<file path="src/hdl/ppd_defs.vh">
// constants for the pad pullup and high-drive control register bank
//
// Notes on behaviour
// - bits 31 to 7 of the port I pullup register are reserved and read zero.
// - bits 6 to 0 of the port I pullup register each enable one pin pullup.
// - a pullup bit acts only while its pin is an input, not output or hi-z.
// - the high-drive register is decoded at offset 14h from the port base.
// - bits 31 to 8 of the high-drive register are reserved and read zero.
// - high-drive bits 7 and 6 enable strong drive on port H pins 1 and 0.
// - high-drive bits 5 to 2 enable strong drive on port E 1, E 0, D 1, D 0.
// - high-drive bits 1 and 0 enable strong drive on port B pins 5 and 4.
`ifndef PPD_DEFS_VH
`define PPD_DEFS_VH

// ----------------------------------------------------------------------
// register map (byte offsets within the port block)
// ----------------------------------------------------------------------
`define PPD_BASE_ADDR     32'h40049000
`define PPD_OFF_PULLUP_I  8'h10
`define PPD_OFF_HDRV      8'h14
`define PPD_ADDR_W        8

// ----------------------------------------------------------------------
// field layout and reset values
// ----------------------------------------------------------------------
`define PPD_PULL_W        7
`define PPD_HDRV_W        8
`define PPD_PULL_RST      7'h00
`define PPD_HDRV_RST      8'h00
`define PPD_HD_PORT_H_PIN_1  7
`define PPD_HD_PORT_H_PIN_0  6
`define PPD_HD_PORT_E_PIN_1  5
`define PPD_HD_PORT_E_PIN_0  4
`define PPD_HD_PORT_D_PIN_1  3
`define PPD_HD_PORT_D_PIN_0  2
`define PPD_HD_PORT_B_PIN_5  1
`define PPD_HD_PORT_B_PIN_4  0

// ----------------------------------------------------------------------
// axi responses
// ----------------------------------------------------------------------
`define PPD_RESP_OKAY     2'h0
`define PPD_RESP_SLVERR   2'h2

`endif

</file>
<file path="src/hdl/ppd_regs.v">
// axi4-lite register bank for port I pullups and pad high-drive enables
`timescale 1ns/1ns
`include "ppd_defs.vh"
module ppd_regs (
   aclk,
   aresetn,
   s_axi_awaddr,
   s_axi_awvalid,
   s_axi_awready,
   s_axi_wdata,
   s_axi_wstrb,
   s_axi_wvalid,
   s_axi_wready,
   s_axi_bresp,
   s_axi_bvalid,
   s_axi_bready,
   s_axi_araddr,
   s_axi_arvalid,
   s_axi_arready,
   s_axi_rdata,
   s_axi_rresp,
   s_axi_rvalid,
   s_axi_rready,
   port_i_out_en,
   port_i_in_en,
   port_i_pull_act_q,
   port_i_pull_en_q,
   high_drive_en_q
);
   input  wire                     aclk;
   input  wire                     aresetn;
   input  wire [31:0]              s_axi_awaddr;
   input  wire                     s_axi_awvalid;
   output reg                      s_axi_awready;
   input  wire [31:0]              s_axi_wdata;
   input  wire [3:0]               s_axi_wstrb;
   input  wire                     s_axi_wvalid;
   output reg                      s_axi_wready;
   output reg  [1:0]               s_axi_bresp;
   output reg                      s_axi_bvalid;
   input  wire                     s_axi_bready;
   input  wire [31:0]              s_axi_araddr;
   input  wire                     s_axi_arvalid;
   output reg                      s_axi_arready;
   output reg  [31:0]              s_axi_rdata;
   output reg  [1:0]               s_axi_rresp;
   output reg                      s_axi_rvalid;
   input  wire                     s_axi_rready;
   input  wire [`PPD_PULL_W-1:0]   port_i_out_en;
   input  wire [`PPD_PULL_W-1:0]   port_i_in_en;
   output wire [`PPD_PULL_W-1:0]   port_i_pull_act_q;
   output wire [`PPD_PULL_W-1:0]   port_i_pull_en_q;
   output wire [`PPD_HDRV_W-1:0]   high_drive_en_q;

   // ----------------------------------------------------------------------
   // storage
   // ----------------------------------------------------------------------
   reg  [`PPD_PULL_W-1:0]  pull_q;
   reg  [`PPD_HDRV_W-1:0]  hdrv_q;
   reg                     aw_got_q;
   reg                     w_got_q;
   reg  [`PPD_ADDR_W-1:0]  aw_addr_q;
   reg  [31:0]             wdata_q;
   reg  [3:0]              wstrb_q;
   // base match of a held address, and the next values of the bank
   reg                     aw_base_q;
   reg  [`PPD_PULL_W-1:0]  pull_d;
   reg  [`PPD_HDRV_W-1:0]  hdrv_d;
   reg  [31:0]             rdata_d;
   reg  [1:0]              rresp_d;

   assign port_i_pull_en_q = pull_q;
   assign high_drive_en_q  = hdrv_q;

   // ----------------------------------------------------------------------
   // write channel: address and data taken in either order
   // ----------------------------------------------------------------------
   wire aw_fire = s_axi_awvalid & s_axi_awready;
   wire w_fire  = s_axi_wvalid & s_axi_wready;
   wire aw_have = aw_got_q | aw_fire;
   wire w_have  = w_got_q | w_fire;
   wire [`PPD_ADDR_W-1:0] wa = aw_got_q ? aw_addr_q
                               : s_axi_awaddr[`PPD_ADDR_W-1:0];
   wire [31:0] wd = w_got_q ? wdata_q : s_axi_wdata;
   wire [3:0]  ws = w_got_q ? wstrb_q : s_axi_wstrb;
   wire do_wr  = aw_have & w_have & ~s_axi_bvalid;
   wire wa_pull = (wa[`PPD_ADDR_W-1:2] == `PPD_OFF_PULLUP_I >> 2);
   wire wa_hdrv = (wa[`PPD_ADDR_W-1:2] == `PPD_OFF_HDRV >> 2);
   // a held address was judged against the base when it was taken
   wire wa_base = aw_got_q ? aw_base_q
                  : (s_axi_awaddr[31:`PPD_ADDR_W] ==
                     `PPD_BASE_ADDR >> `PPD_ADDR_W);
   wire wa_hit  = (wa_pull | wa_hdrv) & wa_base;
   // a write lands only on a mapped word with lane 0 strobed
   wire wr_pull = do_wr & wa_hit & wa_pull & ws[0];
   wire wr_hdrv = do_wr & wa_hit & wa_hdrv & ws[0];

   // ----------------------------------------------------------------------
   // next enable values
   // ----------------------------------------------------------------------
   // reserved bits have no storage, so writes to them simply fall away
   always @* begin
      pull_d = pull_q;
      hdrv_d = hdrv_q;
      if (wr_pull)
         pull_d = wd[`PPD_PULL_W-1:0];
      // only byte lane 0 carries writable bits
      if (wr_hdrv) begin
         hdrv_d[`PPD_HD_PORT_H_PIN_1] = wd[`PPD_HD_PORT_H_PIN_1];
         hdrv_d[`PPD_HD_PORT_H_PIN_0] = wd[`PPD_HD_PORT_H_PIN_0];
         hdrv_d[`PPD_HD_PORT_E_PIN_1] = wd[`PPD_HD_PORT_E_PIN_1];
         hdrv_d[`PPD_HD_PORT_E_PIN_0] = wd[`PPD_HD_PORT_E_PIN_0];
         hdrv_d[`PPD_HD_PORT_D_PIN_1] = wd[`PPD_HD_PORT_D_PIN_1];
         hdrv_d[`PPD_HD_PORT_D_PIN_0] = wd[`PPD_HD_PORT_D_PIN_0];
         hdrv_d[`PPD_HD_PORT_B_PIN_5] = wd[`PPD_HD_PORT_B_PIN_5];
         hdrv_d[`PPD_HD_PORT_B_PIN_4] = wd[`PPD_HD_PORT_B_PIN_4];
      end
   end

   always @(posedge aclk) begin
      if (!aresetn) begin
         s_axi_awready <= 1'b1;
         s_axi_wready  <= 1'b1;
         s_axi_bvalid  <= 1'b0;
         s_axi_bresp   <= `PPD_RESP_OKAY;
         aw_got_q      <= 1'b0;
         w_got_q       <= 1'b0;
         aw_addr_q     <= {`PPD_ADDR_W{1'b0}};
         wdata_q       <= 32'h00000000;
         wstrb_q       <= 4'h0;
         aw_base_q     <= 1'b0;
      end else begin
         if (aw_fire) begin
            aw_addr_q     <= s_axi_awaddr[`PPD_ADDR_W-1:0];
            aw_base_q     <= (s_axi_awaddr[31:`PPD_ADDR_W] ==
                              `PPD_BASE_ADDR >> `PPD_ADDR_W);
            s_axi_awready <= 1'b0;
         end
         if (w_fire) begin
            wdata_q      <= s_axi_wdata;
            wstrb_q      <= s_axi_wstrb;
            s_axi_wready <= 1'b0;
         end
         aw_got_q <= aw_have & ~do_wr;
         w_got_q  <= w_have & ~do_wr;
         if (do_wr) begin
            s_axi_bvalid <= 1'b1;
            s_axi_bresp  <= wa_hit ? `PPD_RESP_OKAY : `PPD_RESP_SLVERR;
         end
         if (s_axi_bvalid && s_axi_bready) begin
            s_axi_bvalid  <= 1'b0;
            s_axi_awready <= 1'b1;
            s_axi_wready  <= 1'b1;
         end
      end
   end

   // ----------------------------------------------------------------------
   // enable registers: move only on an accepted write or on reset
   // ----------------------------------------------------------------------
   // kept apart from the bus logic so that nothing else can move them
   always @(posedge aclk) begin
      if (!aresetn) begin
         pull_q <= `PPD_PULL_RST;
         hdrv_q <= `PPD_HDRV_RST;
      end else begin
         pull_q <= pull_d;
         hdrv_q <= hdrv_d;
      end
   end

   // ----------------------------------------------------------------------
   // read channel: one cycle from address to data
   // ----------------------------------------------------------------------
   wire [`PPD_ADDR_W-1:0] ra = s_axi_araddr[`PPD_ADDR_W-1:0];
   wire ra_base = (s_axi_araddr[31:`PPD_ADDR_W] ==
                   `PPD_BASE_ADDR >> `PPD_ADDR_W);
   wire ra_pull = ra_base & (ra[`PPD_ADDR_W-1:2] == `PPD_OFF_PULLUP_I >> 2);
   wire ra_hdrv = ra_base & (ra[`PPD_ADDR_W-1:2] == `PPD_OFF_HDRV >> 2);

   // unmapped words read zero and answer with an error
   always @* begin
      rdata_d = 32'h00000000;
      rresp_d = `PPD_RESP_OKAY;
      case ({ra_hdrv, ra_pull})
         2'h1: rdata_d = {25'h0000000, pull_q};
         2'h2: rdata_d = {24'h000000, hdrv_q};
         default: rresp_d = `PPD_RESP_SLVERR;
      endcase
   end

   always @(posedge aclk) begin
      if (!aresetn) begin
         s_axi_arready <= 1'b1;
         s_axi_rvalid  <= 1'b0;
         s_axi_rdata   <= 32'h00000000;
         s_axi_rresp   <= `PPD_RESP_OKAY;
      end else begin
         if (s_axi_arvalid && s_axi_arready) begin
            s_axi_arready <= 1'b0;
            s_axi_rvalid  <= 1'b1;
            s_axi_rresp   <= rresp_d;
            s_axi_rdata   <= rdata_d;
         end else if (s_axi_rvalid && s_axi_rready) begin
            s_axi_rvalid  <= 1'b0;
            s_axi_arready <= 1'b1;
         end
      end
   end

   // ----------------------------------------------------------------------
   // pullup applied only to pins acting as inputs
   // ----------------------------------------------------------------------
   ppd_pull_gate u_gate (
      .aclk       (aclk),
      .aresetn    (aresetn),
      .pull_en    (pull_q),
      .pin_out_en (port_i_out_en),
      .pin_in_en  (port_i_in_en),
      .pull_act_q (port_i_pull_act_q)
   );
endmodule // ppd_regs

</file>
<file path="src/hdl/ppd_pull_gate.v">
// per-pin pullup gating by pin direction
`timescale 1ns/1ns
`include "ppd_defs.vh"
module ppd_pull_gate (
   aclk,
   aresetn,
   pull_en,
   pin_out_en,
   pin_in_en,
   pull_act_q
);
   input  wire                     aclk;
   input  wire                     aresetn;
   input  wire [`PPD_PULL_W-1:0]   pull_en;
   input  wire [`PPD_PULL_W-1:0]   pin_out_en;
   input  wire [`PPD_PULL_W-1:0]   pin_in_en;
   output reg  [`PPD_PULL_W-1:0]   pull_act_q;

   genvar g;
   generate
      for (g = 0; g < `PPD_PULL_W; g = g + 1) begin : g_pin
         // a pin not driven and with input buffer on is an input
         always @(posedge aclk) begin
            if (!aresetn) begin
               pull_act_q[g] <= 1'b0;
            end else begin
               pull_act_q[g] <= pull_en[g] & ~pin_out_en[g]
                                & pin_in_en[g];
            end
         end
      end
   endgenerate
endmodule // ppd_pull_gate

</file>
<file path="config.mk">
export PLATFORM = sky130hd
export DESIGN_NAME = ppd_regs
export DESIGN_NICKNAME = d
export VERILOG_FILES = /design/src/hdl/ppd_regs.v /design/src/hdl/ppd_pull_gate.v
export VERILOG_INCLUDE_DIRS = /design/src /design/src/hdl
export SDC_FILE = /design/constraint.sdc
export NUM_CORES = 1
export LEC_CHECK = 0
export BUFFER_PORTS_ARGS = -buffer_cell sky130_fd_sc_hd__buf_2
export CAP_MARGIN = 10
export CORE_MARGIN = 2
export CORE_UTILIZATION = 37
export CTS_CLUSTER_DIAMETER = 100
export CTS_CLUSTER_SIZE = 12
export DETAILED_ROUTE_END_ITERATION = 12
export HOLD_SLACK_MARGIN = 0.08
export PLACE_DENSITY = 0.79
export SETUP_SLACK_MARGIN = 0.1
export SLEW_MARGIN = 20
export SYNTH_ARGS = -nofsm -noshare
export SYNTH_HDL_FRONTEND = slang
export SYNTH_HIERARCHICAL = 1
export SYNTH_SLANG_ARGS = --single-unit
</file>
<file path="constraint.sdc">
create_clock -name aclk -period 1.7 [get_ports aclk]
set_clock_uncertainty 0.2 [all_clocks]
set_input_delay 0.085 -clock aclk [delete_from_list [all_inputs] [get_ports aclk]]
set_output_delay 0.085 -clock aclk [all_outputs]
set_load 0.005 [all_outputs]
</file>
# Word-level counts from Yosys, hierarchy flattened
# Cells that the tools add are included.
[totals]
regBits = 83
input_bits = 121
output_inout_bits = 63
wordCells = 89
[classes]
n_eq_ne = 8
n_mux = 11
n_bitwise = 41
reduce_logical = 6
[op_table]
columns = ["op", "n"]
rows = [
  ["24-bit by 23-bit equality test with 1-bit output, second input constant", 2],
  ["1-bit bitwise AND", 28],
  ["6-bit by 3-bit equality test with 1-bit output, second input constant", 4],
  ["8-bit two-way mux", 2],
  ["8-bit one-hot mux with 2 select lines", 1],
  ["1-bit NOT", 10],
  ["1-bit two-way mux", 6],
  ["2-bit two-way mux", 2],
  ["2-bit OR reduction", 2],
  ["1-bit logical AND", 3],
  ["1-bit OR", 3],
  ["2-bit by 1-bit equality test with 1-bit output, second input constant", 1],
  ["2-bit equality test, second input constant", 1],
  ["2-bit nonzero test", 1],
]

# Depth between registers and ports, before layout
[logic_depth]
word_depth = 7
ltp_mapped = 10
mapped_depth_nobuf = 9

# By module
# The synthesis kept the hierarchy.
[modules_own_cells]
columns = ["mod", "instances", "cells_per_inst", "area_per_inst_um2", "seq_area_each_um2"]
rows = [
  ["ppd_regs", 1, 271, 2436.1, 960.9],
  ["ppd_pull_gate", 1, 14, 210.2, 140.1],
]

# Least setup slack after synthesis
# No wires, ideal clock.
[synth_timing]
path_kind = "input to register"
start = "input port s_axi_araddr[17]"
end = "register s_axi_rdata[0]"
setup_time_ns = 0.066
arrival_time_ns = 1.628
required_time_ns = 1.434
setup_slack_ns = -0.193
cell_stages = 8
path_buffers = 0
path_cell_list = "nor4b_1 > nand4_1 > or3_1 > inv_1 > ha_1 > nor2_1 > a22oi_1 > nor2b_1"
[synth_between]
elab_chain_cells = 4
elab_cells_between_ends = 6
cone_classes = "eq/ne: 3; mux: 1; bitwise: 2"
[synth_lines]
columns = ["item", "line", "source"]
rows = [
  ["start, declared", "ppd_regs.v:42", "input wire [31:0] s_axi_araddr;"],
  ["24-bit by 23-bit equality test with 1-bit output (no source line) *", "-", ""],
  ["1-bit bitwise AND (on tied branches)", "ppd_regs.v:178, ppd_regs.v:179", ""],
  ["2-bit equality test / 2-bit by 1-bit equality test with 1-bit output (equally long branches)", "ppd_regs.v:185", "case ({ra_hdrv, ra_pull})"],
  ["8-bit one-hot mux with 2 select lines *", "ppd_regs.v:185", ""],
  ["end signal, assigned", "ppd_regs.v:203", "s_axi_rdata <= rdata_d;"],
  ["end, declared", "ppd_regs.v:45", "output reg [31:0] s_axi_rdata;"],
]
# Every way passes the cells marked *; elsewhere a longest branch is shown, timed or not.
# A chain may end at the register's enable or synchronous reset.

# Worst setup path after layout
[layout_timing]
start = "input port s_axi_araddr[21]"
end = "register s_axi_rdata[3]"
# The elaborated chain is that of the path after synthesis.

==> metrics <==
crit share post-route 102%; Yosys cell types 36; R2R Setup Slk 0.04 ns; sequential area share after synthesis 41.6%; die area 0.00784 mm²; PD cells 695 mW/mm²; worst slack at placement -0.532 ns; vias in the first global route 2582; Post-DRT Antenna Nets 0; Via Count 2730; largest net degree at the start of global routing 54; CTS sink count 55; Cell Area, Synth 0.00265 mm²; initial antenna violation count 0; critical path class in -> reg; Hold Crit Endpoint s_axi_arready; antenna cell count 0; row cnt 30; CP Data Arrival Time 1.80 ns; Critical Path Source Type input pin; Max Cap Viol 0; Crit. End Element flop; Starting Density 38.5%; worst r2r src aw_got_q; Final GP Congestion 0.761; routed len/inst 13.9 µm; core area 0.00687 mm²; asr flop ratio synth 0%; max frequency 575 MHz; final setup margin -0.0397 ns; CTS Hold Bufs 41; post-synthesis instance total 285; clock-pin transition on the worst setup and hold timing paths 0.11 ns; H-Tree Depth 2; DP HPWL 5280 µm; # IOs 184; Max-slew headroom 62.9%; CTS Buf Count 5; Via density 4.91; YS warnings 6; leakage power 0.00185 µW; Routed WL 7750 µm; Critical Path RT 1.76 ns; global-route usage over all layers 18.7%; worst hold slack 0.00847 ns; Area Overhead vs Synth 55.8%; Nets 582; DRT iter0 DRCs 138; failing checks negative setup slack; Max Root-Sink Buffers 2; RSZ-0062 raised after global routing true; Most used DFF post-synth dfxtp_1; filler instances 609; crit path time final 1.74 ns; Worst R2R Path Depth 6; CP Max Fanout 7; Hold Path Depth 3; I/O Buffers 126; DRC violations left 0; Reg-to-Reg End high_drive_en_q[7]; global-route wire length before repair 11500 µm; CTS root buf clkbuf_8; post-synthesis register bit count 55; Die X 88.6 µm; HP Start aresetn; CTS tree built; fin. max-slew vios 0; Die Y 88.6 µm; GRT overflow 0; Worst-Margin Slew 0.556 ns; setup violators final 9; Fin. Hold Viols 0; fraction of layout cells with a size suffix above 1 39.1%; DR pass1 iterations 4; Post-synth EDFFs 0; syn_area_per_cell 9.29 µm²; run status finished with violations; Setup TNS -0.0964 ns; maximum vdd drop 0.370 mV; worst hold path type in -> reg; Skew-Pair Late Insertion Delay 0.31 ns
==> registers in the layout (all words and copies together), names as in the netlist <==
name,count
s_axi_bresp,1
s_axi_awready,1
high_drive_en_q,8
aw_got_q,1
wdata_q,8
s_axi_rvalid,1
s_axi_wready,1
s_axi_rdata,8
s_axi_arready,1
port_i_pull_en_q,7
s_axi_rresp,1
u_gate/pull_act_q,7
aw_addr_q,6
wstrb_q,1
w_got_q,1
s_axi_bvalid,1
aw_base_q,1
==> stage by stage <==
step	area, µm²	instances	power [µW]	util, %
after floorplan	2800	310	1600	-
after global placement	3380	503	1730	49.2
after detailed placement	3380	503	1740	49.2
after CTS	4080	555	2860	59.4
after global routing	4120	556	2990	60.0
final	4120	556	2860	60.0
==> kinds of logic (layout without fill, tap and decap cells) <==
group | count (synthesis) | count (layout) | share of synthesized area [%]
adders and majority gates | 2 | 2 | 0.945
buffers and inverters | 47 | 196 | 10.9
and+or+nand+nor | 94 | 94 | 20.3
other | 1 | 26 | 0.142
muxes | 8 | 8 | 3.03
DFF | 55 | 55 | 41.6
AOI/OAI and AO/OA | 78 | 79 | 23.0
==> final cells by class <==
type                    instances  area [µm²]  share of cell area [%]
repair buffers                182        1220                    29.6
flip-flops and latches         55        1100                    26.8
multi-input cells             209        1510                    36.7
clock inverters                 3        71.3                    1.73
well taps                      96         120                    2.91
clock buffers                   5        68.8                    1.67
inverters                       6        25.0                   0.607
==> power by group <==
part | switching, µW | internal [µW] | leakage, µW
Sequential | 26.2 | 1330 | 0.000447
Combinational | 219 | 240 | 0.00133
Clock | 453 | 598 | 0.0000703
==> cells in the final DEF (no fill, tap or decap), drive strengths merged, types with 2 or more instances in the layout <==
master	n
buf	141
dfxtp	55
dlygate4sd3	41
nand2	34
conb	26
a21boi	19
o211ai	15
o31ai	15
nand3	10
nor2b	9
nor2	9
mux2i	8
and4b	8
a22o	8
o21ai	7
a22oi	7
inv	7
nor4b	7
clkbuf	5
nor4	5
nand2b	3
a32oi	3
nand4	2
nor3	2
and2	2
o21a	2
ha	2
bufinv	2
a21oi	2
==> timing repair <==
item                                   CTS  global route
cloned                                   1             0
setup buffers                            2             1
pin swaps                               17             2
setup endpoints to repair               23            29
gates resized for setup                 18            15
endpoints found under the hold margin   55            29
==> worst max-delay path, stage by stage <==
cell	delay (ns)
buf_6	0.09
nor4b_4	0.29
nand4_1	0.15
or3_4	0.43
inv_4	0.08
ha_4	0.21
nor2_4	0.20
a22oi_1	0.12
nor2b_1	0.13
==> per-layer routing <==
layer	vias to the layer above	GRT usage (%)	wire, µm
met3	17	3.36	443
met1	1246	20.4	3040
met4	0	8.82	193
met2	124	34.8	4070
met5	-	0	0
li1	1343	-	-
==> worst max-delay path by stage <==
stage,startpoint,end,slack [ns],cells after the start
global route,s_axi_araddr[21],s_axi_rdata[3],-0.12,9
detailed placement,s_axi_araddr[17],s_axi_rdata[5],-0.53,9
finish,s_axi_araddr[21],s_axi_rdata[3],-0.04,9
floorplan,s_axi_araddr[9],s_axi_rdata[1],-0.14,8
CTS,s_axi_awaddr[17],high_drive_en_q[7],-0.009,8
global placement,s_axi_araddr[17],s_axi_rdata[6],-0.44,9
==> synthesized netlist by cell type, types with 8 or more instances <==
cell type	instances	share of area (%)
nor2b_1	9	2.1
buf_4	26	7.4
a21boi_0	19	5.4
nor2_1	9	1.3
and4b_1	8	3.0
a22o_1	8	2.6
o31ai_1	13	3.7
nand2_1	34	4.8
o211ai_1	13	3.7
mux2i_1	8	3.0
dfxtp_1	55	42
clkbuf_1	12	1.7
nand3_1	10	1.9
Power figures use the tool's default switching activity.
